### src/ienc_pkg.sv
// Incremental encoder block: register indices, field positions, reset values.
// Assumes a register port carrying word indices and 32-bit data.
package ienc_pkg;
   localparam logic [6:0]  REG_MODE        = 7'h00;
   localparam logic [6:0]  REG_STATUS      = 7'h01;
   localparam logic [6:0]  REG_POS_WRITE   = 7'h02;
   localparam logic [6:0]  REG_POS_READ    = 7'h03;
   localparam logic [6:0]  REG_CONST       = 7'h04;
   localparam logic [6:0]  REG_LATCH       = 7'h05;
   localparam logic [6:0]  REG_RAMP_LATCH  = 7'h3d;
   localparam int          MODE_POL_A      = 0;
   localparam int          MODE_POL_B      = 1;
   localparam int          MODE_POL_N      = 2;
   localparam int          MODE_SKIP_AB    = 3;
   localparam int          MODE_CLR_CONT   = 4;
   localparam int          MODE_CLR_ONCE   = 5;
   localparam int          MODE_EDGE_LO    = 6;
   localparam int          MODE_EDGE_HI    = 7;
   localparam int          MODE_CLR_POS    = 8;
   localparam int          MODE_LATCH_RAMP = 9;
   localparam int          MODE_DECIMAL    = 10;
   localparam logic [15:0] MODE_WMASK      = 16'h07ff;
   localparam logic [15:0] MODE_RESET      = 16'h0000;
   localparam logic [31:0] CONST_RESET     = 32'h0001_0000;
   localparam logic [16:0] DIV_BINARY      = 17'h10000;
   localparam logic [16:0] DIV_DECIMAL     = 17'h02710;
   localparam logic [1:0]  SENS_LEVEL      = 2'h0;
   localparam logic [1:0]  SENS_RISE       = 2'h1;
   localparam logic [1:0]  SENS_FALL       = 2'h2;
   localparam logic [1:0]  SENS_BOTH       = 2'h3;
endpackage

### src/ienc_top.sv
// Incremental encoder interface with index latch and clear-on-read status.
// Assumes encoder pins asynchronous, register port synchronous to core_clk.
`timescale 1ns/1ps
`default_nettype none
module ienc_top
   import ienc_pkg::*;
(
   input  wire logic        core_clk,
   input  wire logic        sys_rst,
   input  wire logic        enc_a,
   input  wire logic        enc_b,
   input  wire logic        enc_n,
   input  wire logic [31:0] ramp_current_position,
   input  wire logic        reg_wr,
   input  wire logic        reg_rd,
   input  wire logic [6:0]  reg_addr,
   input  wire logic [31:0] reg_wdata,
   output logic      [31:0] reg_rdata,
   output logic             irq_source_flag
);
   logic [2:0]  s1_ff;
   logic [2:0]  s2_ff;
   logic [2:0]  prev_ff;
   logic [15:0] mode_ff;
   logic [31:0] const_ff;
   logic [31:0] latch_ff;
   logic [31:0] ramp_latch_ff;
   logic        armed_ff;
   logic        flag_ff;
   logic [31:0] pos;
   logic        a;
   logic        b;
   logic        n_act;
   logic        n_act_prev;
   logic        phase_ok;
   logic        n_trig;
   logic        event_q;
   logic        capture;
   logic        step;
   logic        dir_up;
   logic        pos_wr;
   logic        mode_wr;

   // Two-stage synchronisers for A, B, N
   always_ff @(posedge core_clk or posedge sys_rst) begin
      if (sys_rst) begin
         s1_ff   <= 3'h0;
         s2_ff   <= 3'h0;
         prev_ff <= 3'h0;
      end else begin
         s1_ff   <= {enc_n, enc_b, enc_a};
         s2_ff   <= s1_ff;
         prev_ff <= s2_ff;
      end
   end

   assign a          = s2_ff[0];
   assign b          = s2_ff[1];
   assign n_act      = s2_ff[2] == mode_ff[MODE_POL_N];
   assign n_act_prev = prev_ff[2] == mode_ff[MODE_POL_N];
   assign phase_ok   = mode_ff[MODE_SKIP_AB] ||
                       ((a == mode_ff[MODE_POL_A]) &&
                        (b == mode_ff[MODE_POL_B]));

   // Sensitivity selection
   always_comb begin
      unique case (mode_ff[MODE_EDGE_HI:MODE_EDGE_LO])
         SENS_LEVEL: n_trig = n_act;
         SENS_RISE:  n_trig = n_act && !n_act_prev;
         SENS_FALL:  n_trig = !n_act && n_act_prev;
         SENS_BOTH:  n_trig = n_act != n_act_prev;
      endcase
   end

   assign event_q = n_trig && phase_ok;
   assign capture = event_q && (mode_ff[MODE_CLR_CONT] ||
                                (mode_ff[MODE_CLR_ONCE] && armed_ff));

   // Quadrature decode: Gray transition of {A,B}
   assign step   = (s2_ff[0] ^ prev_ff[0]) ^ (s2_ff[1] ^ prev_ff[1]);
   assign dir_up = s2_ff[0] ^ prev_ff[1];

   assign pos_wr  = reg_wr && reg_addr == REG_POS_WRITE;
   assign mode_wr = reg_wr && reg_addr == REG_MODE;

   ienc_accum u_accum (
      .core_clk  (core_clk),
      .sys_rst   (sys_rst),
      .step      (step),
      .dir_up    (dir_up),
      .acc_const (const_ff),
      .decimal   (mode_ff[MODE_DECIMAL]),
      .load      (pos_wr || (capture && mode_ff[MODE_CLR_POS])),
      .load_val  (pos_wr ? reg_wdata : 32'h0000_0000),
      .pos_ff    (pos)
   );

   // Configuration registers
   always_ff @(posedge core_clk or posedge sys_rst) begin
      if (sys_rst) begin
         mode_ff  <= MODE_RESET;
         const_ff <= CONST_RESET;
      end else begin
         if (mode_wr)
            mode_ff <= reg_wdata[15:0] & MODE_WMASK;
         if (reg_wr && reg_addr == REG_CONST)
            const_ff <= reg_wdata;
      end
   end

   // One-shot arming
   always_ff @(posedge core_clk or posedge sys_rst) begin
      if (sys_rst)
         armed_ff <= 1'b0;
      else if (mode_wr)
         armed_ff <= reg_wdata[MODE_CLR_ONCE];
      else if (capture)
         armed_ff <= 1'b0;
   end

   // Latches
   always_ff @(posedge core_clk or posedge sys_rst) begin
      if (sys_rst) begin
         latch_ff      <= 32'h0000_0000;
         ramp_latch_ff <= 32'h0000_0000;
      end else if (capture) begin
         latch_ff <= pos;
         if (mode_ff[MODE_LATCH_RAMP])
            ramp_latch_ff <= ramp_current_position;
      end
   end

   // Event flag: set wins over read clear
   always_ff @(posedge core_clk or posedge sys_rst) begin
      if (sys_rst)
         flag_ff <= 1'b0;
      else if (event_q)
         flag_ff <= 1'b1;
      else if (reg_rd && reg_addr == REG_STATUS)
         flag_ff <= 1'b0;
   end

   assign irq_source_flag = flag_ff;

   // Read data
   always_ff @(posedge core_clk or posedge sys_rst) begin
      if (sys_rst)
         reg_rdata <= 32'h0000_0000;
      else if (reg_rd) begin
         unique case (reg_addr)
            REG_MODE:       reg_rdata <= {16'h0000, mode_ff};
            REG_STATUS:     reg_rdata <= {31'h0000_0000, flag_ff};
            REG_POS_WRITE:  reg_rdata <= pos;
            REG_POS_READ:   reg_rdata <= pos;
            REG_CONST:      reg_rdata <= const_ff;
            REG_LATCH:      reg_rdata <= latch_ff;
            REG_RAMP_LATCH: reg_rdata <= ramp_latch_ff;
            default:        reg_rdata <= 32'h0000_0000;
         endcase
      end
   end

   // Checker helpers
   logic [1:0] sens_sel;
   logic [1:0] cap_cnt_ff;

   assign sens_sel = mode_ff[MODE_EDGE_HI:MODE_EDGE_LO];

   // Captures since the last mode write
   always_ff @(posedge core_clk or posedge sys_rst) begin
      if (sys_rst)
         cap_cnt_ff <= 2'h0;
      else if (mode_wr)
         cap_cnt_ff <= 2'h0;
      else if (capture && cap_cnt_ff != 2'h3)
         cap_cnt_ff <= cap_cnt_ff + 2'h1;
   end
endmodule
`default_nettype wire

### src/ienc_accum.sv
// Encoder position accumulator with fractional remainder.
// Assumes step pulses from the quadrature decoder on the same clock.
`timescale 1ns/1ps
`default_nettype none
module ienc_accum
   import ienc_pkg::*;
(
   input  wire logic        core_clk,
   input  wire logic        sys_rst,
   input  wire logic        step,
   input  wire logic        dir_up,
   input  wire logic [31:0] acc_const,
   input  wire logic        decimal,
   input  wire logic        load,
   input  wire logic [31:0] load_val,
   output logic      [31:0] pos_ff
);
   logic        [16:0] frac_ff;
   logic        [16:0] div;
   logic        [15:0] cint;
   logic        [16:0] cfrac;
   logic signed [17:0] fsum;
   logic signed [31:0] isum;
   logic        [16:0] nxt_frac;

   assign div   = decimal ? DIV_DECIMAL : DIV_BINARY;
   assign cint  = acc_const[31] ? 16'(-acc_const[31:16] - 16'(acc_const[15:0] != 16'h0000))
                                : acc_const[31:16];
   assign cfrac = {1'b0, acc_const[31] ? 16'(-acc_const[15:0]) : acc_const[15:0]};

   // Magnitude step with carry from fractional remainder
   always_comb begin
      fsum     = dir_up ^ acc_const[31] ? 18'(signed'({1'b0, frac_ff})) + 18'(signed'({1'b0, cfrac}))
                                        : 18'(signed'({1'b0, frac_ff})) - 18'(signed'({1'b0, cfrac}));
      isum     = 32'(signed'({1'b0, cint}));
      nxt_frac = fsum[16:0];
      if (fsum >= 18'(signed'({1'b0, div}))) begin
         nxt_frac = 17'(fsum - 18'(signed'({1'b0, div})));
         isum     = isum + 32'sd1;
      end else if (fsum < 18'sd0) begin
         nxt_frac = 17'(fsum + 18'(signed'({1'b0, div})));
         isum     = isum + 32'sd1;
      end
   end

   always_ff @(posedge core_clk or posedge sys_rst) begin
      if (sys_rst) begin
         pos_ff  <= 32'h0000_0000;
         frac_ff <= 17'h00000;
      end else if (load) begin
         pos_ff  <= load_val;
         frac_ff <= 17'h00000;
      end else if (step) begin
         pos_ff  <= (dir_up ^ acc_const[31]) ? pos_ff + isum : pos_ff - isum;
         frac_ff <= nxt_frac;
      end
   end
endmodule
`default_nettype wire

### config.mk
export PLATFORM = sky130hd
export DESIGN_NAME = ienc_top
export DESIGN_NICKNAME = d
export VERILOG_FILES = /design/src/ienc_pkg.sv /design/src/ienc_top.sv /design/src/ienc_accum.sv
export SDC_FILE = /design/constraint.sdc
export NUM_CORES = 1
export LEC_CHECK = 0
export BUFFER_PORTS_ARGS = -buffer_cell sky130_fd_sc_hd__buf_4
export CORE_MARGIN = 1
export CORE_UTILIZATION = 55
export CTS_CLUSTER_SIZE = 24
export DETAILED_ROUTE_END_ITERATION = 12
export PLACE_DENSITY = 0.74
export SYNTH_ARGS = -nofsm -noshare
export SYNTH_HDL_FRONTEND = slang
export SYNTH_SLANG_ARGS = --single-unit
### constraint.sdc
create_clock -name core_clk -period 10.5 [get_ports core_clk]
set_clock_uncertainty 0.15 [all_clocks]
set_input_delay 1.575 -clock core_clk [delete_from_list [all_inputs] [get_ports core_clk]]
set_output_delay 1.575 -clock core_clk [all_outputs]
set_load 0.05 [all_outputs]
======== Yosys cells after proc, flatten, opt, wreduce, memory -nomap -nowiden ========
Cells that the tools add are included.
word-level totals
  flip-flop bits (word level) ............. 199
  input port bits ......................... 78
  output and inout port bits .............. 33
  logic and storage cells ................. 87
operators by class
  add/subtract/negate cells ............... 10
  order comparisons ....................... 2
  equal/unequal tests ..................... 14
  mux-type cells .......................... 20
  bitwise operators ....................... 5
  reductions and logical operators ........ 24
operator list
  cell                                                          number
  2-to-1 mux 32 bit                                             6
  case mux 32 bit (6 select lines)                              1
  2-to-1 mux 17 bit                                             5
  adder 32 bit                                                  1
  2-to-1 mux 16 bit                                             2
  negator 16 bit                                                2
  subtractor 32 bit                                             1
  adder 17 x 16 -> 18 bit                                       1
  greater-or-equal comparator 18 bit                            1
  less-than comparator 18 x 1 -> 1 bit (second input constant)  1
  2-to-1 mux 18 bit                                             1
  subtractor 17 x 16 -> 18 bit                                  1
  adder 16 x 1 -> 17 bit (second input constant)                1
  adder 17 bit                                                  1
  subtractor 17 bit                                             1
  nonzero test 16 bit                                           1
  subtractor 16 x 1 -> 16 bit                                   1
  equality test 7 x 2 -> 1 bit (second input constant)          2
  equality test 7 x 3 -> 1 bit (second input constant)          2
  logical AND 1 bit                                             11
  equality test 7 x 1 -> 1 bit (second input constant)          1
  equality test 7 x 6 -> 1 bit (second input constant)          1
  logical NOT 7 bit                                             1
  nonzero test 2 bit                                            3
  other kinds (12)                                              26

======== Longest topological paths before layout ========
  depth in word-level cells ............... 11
  mapped depth ............................ 50
  depth with buffers taken out ............ 48

======== Hierarchy ========
From an unflattened synthesis, not the netlist that was laid out.
unflattened totals
  cell total of the unflattened synthesis .. 1541
  area, all modules ....................... 14560.2 um^2
by module, submodules not included
  module      times used  cells an instance  area each (um^2)  seq. area each (um^2)
  ienc_accum  1           1011               7737.4            1226.2
  ienc_top    1           530                6822.8            3754.9

======== Worst setup path before layout ========
No wires, ideal clock.
  kind .................................... reg2reg
  start point ............................. reg const_ff[31]
  end point ............................... reg u_accum.pos_ff[31]
  library setup time ...................... 136 ps
  data arrival time ....................... 8895 ps
  data required time ...................... 10214 ps
  setup slack ............................. 1319 ps
  cell stages (with the launch flop) ...... 43
  buffers on the path ..................... 4
  clock period less this slack ............ 9181 ps
  cells stage by stage .................... dfrtp_1 clkbuf_1 clkbuf_1 clkbuf_1 buf_1 nand2_1 xnor2_1 nor3_1 and3_1 nor2_1 xnor2_1 ha_1 nand4_1 or3_1 and2_1 nand2b_1 a221o_1 a211oi_1 [7 not listed] o41a_1 nor3_4 and3_1 mux2i_1 o22ai_1 xor2_1 ha_1 a21oi_1 nor2b_1 o21ai_0 nand2b_1 a2111oi_0 a21oi_1 a21o_1 a211oi_1 nor3b_1 a2111oi_0 nand2_1
on the way
  word-level cells in the longest chain between the ends .. 10
  elaborated cells on any way between the ends .. 18
  classes of those cells .................. add/sub (7); order compare (2); mux (8); bitwise (1)
RTL lines
  element                                                                         line                                                  RTL
  start, declared                                                                 ienc_top.sv:25                                        logic [31:0] const_ff;
  start signal, assigned                                                          ienc_top.sv:107                                       const_ff <= reg_wdata;
  negator 16 bit or 2-to-1 mux 16 bit (tied branches)                             ienc_accum.sv:27, ienc_accum.sv:29
  subtractor 16 x 1 -> 16 bit, or another cell as far along                       ienc_accum.sv:27                                      assign cint = acc_const[31] ? 16'(-acc_const[31:16] - 16'(acc_const[15:0] != 16'h0000))
  2-to-1 mux 16 bit or 2-to-1 mux 18 bit (tied branches)                          ienc_accum.sv:27, ienc_accum.sv:33
  adder 16 x 1 -> 17 bit or less-than comparator 18 x 1 -> 1 bit (tied branches)  ienc_accum.sv:39, ienc_accum.sv:42, ienc_accum.sv:40
  2-to-1 mux 32 bit                                                               ienc_accum.sv:40                                      end else if (fsum < 18'sd0) begin
  2-to-1 mux 32 bit                                                               ienc_accum.sv:37                                      if (fsum >= 18'(signed'({1'b0, div}))) begin
  subtractor 32 bit or adder 32 bit (tied branches)                               ienc_accum.sv:54                                      pos_ff <= (dir_up ^ acc_const[31]) ? pos_ff + isum : pos_ff - isum;
  2-to-1 mux 32 bit *                                                             ienc_accum.sv:54
  2-to-1 mux 32 bit *                                                             ienc_accum.sv:53                                      end else if (step) begin
  2-to-1 mux 32 bit *                                                             ienc_accum.sv:50                                      end else if (load) begin
  end signal, assigned                                                            ienc_accum.sv:51                                      pos_ff <= load_val;
  end signal, assigned                                                            ienc_accum.sv:54
  end, declared                                                                   ienc_accum.sv:16                                      output logic [31:0] pos_ff
Mark *: on every way between the ends. The rest lies on a longest branch, timed or not. The select of a mux whose other input is x is not followed.
A chain may end at the register's enable or synchronous reset.

======== Final worst setup path ========
  start point ............................. reg const_ff[0]
  end point ............................... reg u_accum.pos_ff[31]
on the way
  word-level cells in the longest chain between the ends .. 11
  elaborated cells on any way between the ends .. 18
  classes of those cells .................. add/sub (7); order compare (2); mux (8); reduce/logical (1)
RTL lines
  element                                                                  line                                RTL
  negator 16 bit                                                           ienc_accum.sv:29                    assign cfrac = {1'b0, acc_const[31] ? 16'(-acc_const[15:0]) : acc_const[15:0]};
  2-to-1 mux 16 bit                                                        ienc_accum.sv:29
  subtractor 17 x 16 -> 18 bit or adder 17 x 16 -> 18 bit (tied branches)  ienc_accum.sv:34, ienc_accum.sv:33
  2-to-1 mux 18 bit                                                        ienc_accum.sv:33                    fsum = dir_up ^ acc_const[31] ? 18'(signed'({1'b0, frac_ff})) + 18'(signed'({1'b0, cfrac}))
  less-than comparator 18 x 1 -> 1 bit                                     ienc_accum.sv:40
  2-to-1 mux 32 bit                                                        ienc_accum.sv:40
  2-to-1 mux 32 bit *                                                      ienc_accum.sv:37
  subtractor 32 bit or adder 32 bit (tied branches)                        ienc_accum.sv:54
  2-to-1 mux 32 bit *                                                      ienc_accum.sv:54
  2-to-1 mux 32 bit *                                                      ienc_accum.sv:53
  2-to-1 mux 32 bit *                                                      ienc_accum.sv:50
Marks and branches as above.

==> reports/metrics.yaml <==
layout_commonest_cell: "dfrtp_1"
synth_compound_area_frac: 0.2283
relSlewSlack: 0.1878
clock_path_buffers: 2
ys_seq_area_frac: 0.3514
tns_ns: 0
cts-htree-levels: 4
ys_async_sr_fraction: 1.000
drcViolationCount: 0
yosys_warnings: 0
portBuffers: 110
grt_max_degree: 122
initial_core_util: 0.5612
drtPass1Iterations: 8
cpPeakStageDelay_ns: 0.55
layout_common_cells: "198 x dfrtp_1, 135 x a21oi_1, 131 x buf_4"
die_area_um2: 26420
yosys.area_share.simple: 0.1258
drtAntennaViolNets: 0
crit_family: "compound AO/OA/AOI/OAI gates"
synthFlopType: "dfrtp_1"
criticalPathCategory: "reg2reg"
grt_pass1_vias: 12060
status: "finished, final reports clean"
tightest_slew_ns: 1.218
gp_congestion: 0.9286
rows: 58
hp-class: "reg2reg"
drive_above_1_share: 0.1883
hpwl_mm: 29.46
fp.dieW_um: 162.5
finalHoldViolCount: 0
io_pins: 111
timing.final.crit_share: 0.9335
rsz0062_at_grt: "no"
setup_viol: 0
synth_top_family_by_area: "compound AO/OA/AOI/OAI gates"
synth_edf_count: 0
cp_num_buf_inv: 1
grt_use_total: 0.3098
synth-seq-cells: 199
period_minus_slack_ns: 9.802
nets: 1783
synth_cell_type_count: 86
wl_per_cell_um: 20.55
fmax_ghz: 0.1020
final_max_slew_viol_count: 0
arrival_ns: 9.95
slowest_stage: "or4b_4"
syn-num-nets: 1711
root_buffer: "clkbuf_16"
p_per_area_nw_per_um2: 305.2
syn_area_um2: 14170
yosys.area_share.xor_xnor: 0.08024
crit_fanout: 9
synthAdderAreaFrac: 0.07874
clk_pin_slew_ns: 0.09
cts_tree: "done"
antenna_found_initial: 0
hold-worst-slack_ns: 0.2035
clkLatencyLatePin_ns: 0.45
netlist_instances: 1545
overflow: 0
grt_first_pass_wirelength_mm: 64.28
wirelength_mm: 40.29
crit_path_end_kind: "register"
die_height_um: 162.5
peakVddDrop_mv: 0.1778
synth.avg_cell_area_um2: 9.174
clock_sinks: 199
fin_util: 0.6333
leakagePower_nw: 6.981
max-cap-violations: 0
cp-start-kind: "register"
area_delta_synth_final_pct: 12.84
cp.required_ns: 10.65
cts-buffers-inserted: 17
synthMuxAreaShare: 0.09278
num_vias: 12478
drtIter0Drc: 1195
avgViaCountPerCell: 6.366
core_um2: 25250
antennaDiodeCount: 0
cts_hold_buf: 0
-- sequential cells by signal, summed over array words and instances (netlist names) --
register / cells
armed_ff: 1
const_ff: 32
irq_source_flag: 1
latch_ff: 32
mode_ff: 11
prev_ff: 3
ramp_latch_ff: 32
reg_rdata: 32
s1_ff: 3
s2_ff: 3
u_accum.frac_ff: 17
u_accum.pos_ff: 32
-- stage by stage --
stage               instances  setup WS (ns)  instance area [um^2]  power, mW
floorplan                1545          1.319                 14170      3.398
global placement         1928         0.8336                 15340      4.068
detailed placement       1928         0.4519                 15340      4.096
CTS                      1960         0.3712                 15960      4.808
global route             1960        0.03665                 15990      5.276
finish                   1960         0.6984                 15990      4.882
-- worst paths after layout --
check,start,to,slack (ns),depth (start not counted)
hold / removal,s1_ff[1]$_DFF_PP0_,s2_ff[1]$_DFF_PP0_,0.20,0
max in group asynchronous,sys_rst,const_ff[10]$_DFFE_PP0P_,7.59,3
setup reg to reg,const_ff[0]$_DFFE_PP0P_,u_accum.pos_ff[31]$_DFFE_PP0P_,0.70,42
setup / recovery,const_ff[0]$_DFFE_PP0P_,u_accum.pos_ff[31]$_DFFE_PP0P_,0.70,42
hold reg to reg,s1_ff[1]$_DFF_PP0_,s2_ff[1]$_DFF_PP0_,0.20,0
min in group asynchronous,sys_rst,const_ff[23]$_DFFE_PP0P_,1.10,2
-- cells by family (layout without fill, tap and decap cells) --
logic type / after synthesis / in the layout
xor+xnor: 129 / 129
buf+inv: 159 / 244
compound gates: 484 / 484
flops: 199 / 199
fa+ha+maj: 88 / 88
mux: 118 / 118
simple gates: 368 / 368
-- Yosys cell counts (5+ instances only) --
cell type / instances / area share
mux2_2: 107 / 0.085
o21a_1: 7 / 0.0037
and2_1: 15 / 0.0066
a31oi_1: 14 / 0.0062
xnor2_1: 82 / 0.051
o21ai_1: 9 / 0.0032
a32oi_1: 5 / 0.0031
mux2i_1: 11 / 0.0078
nand3_1: 22 / 0.0078
o2111ai_1: 7 / 0.0043
a22o_1: 22 / 0.014
a211oi_1: 18 / 0.0095
inv_1: 80 / 0.021
o21ai_0: 74 / 0.026
a21o_1: 22 / 0.012
xor2_1: 46 / 0.028
nor2_1: 91 / 0.024
o31ai_1: 12 / 0.0064
a21oi_1: 139 / 0.049
nor3_1: 28 / 0.0099
nand2_1: 122 / 0.032
buf_1: 10 / 0.0026
a41oi_1: 16 / 0.0099
ha_1: 86 / 0.076
and3_1: 14 / 0.0062
nor3b_1: 8 / 0.0042
or3_1: 8 / 0.0035
dfrtp_1: 198 / 0.35
nand2b_1: 13 / 0.0057
nand4_1: 10 / 0.0044
a221oi_1: 34 / 0.021
a222oi_1: 7 / 0.0049
o41ai_1: 5 / 0.0031
clkbuf_1: 63 / 0.017
o22ai_1: 35 / 0.015
o21bai_1: 13 / 0.0069
-- power breakdown --
group | internal (mW) | switching, mW | leakage, nW
Clock | 0.329 | 0.366 | 0.300
Combinational | 1.25 | 1.79 | 4.15
Sequential | 0.946 | 0.199 | 2.53
Total | 2.52 | 2.36 | 6.98
-- routing by layer --
layer | wire (um) | up-vias | global-route usage
li1 | - | 5841 | -
met1 | 16980 | 6070 | 0.4020
met2 | 19380 | 453 | 0.5198
met3 | 2187 | 114 | 0.03820
met4 | 1730 | 0 | 0.1351
met5 | 0 | - | 0
-- area by class of cell --
class | count | area [um^2]
Fill cell | 2116 | 9260
Multi-Input combinational cell | 1187 | 8687
Sequential cell | 199 | 4981
Timing Repair Buffer | 131 | 983.4
Clock buffer | 17 | 425.4
Tap cell | 330 | 412.9
Inverter | 81 | 311.5
Clock inverter | 15 | 192.7
-- timing repair --
action                                  4_1_cts  5_1_grt
endpoints found under the setup margin        0       11
endpoints found under the hold margin         0        0
resized for setup                             0       10
setup buffers                                 0        0
Power figures use the tool's default switching activity.
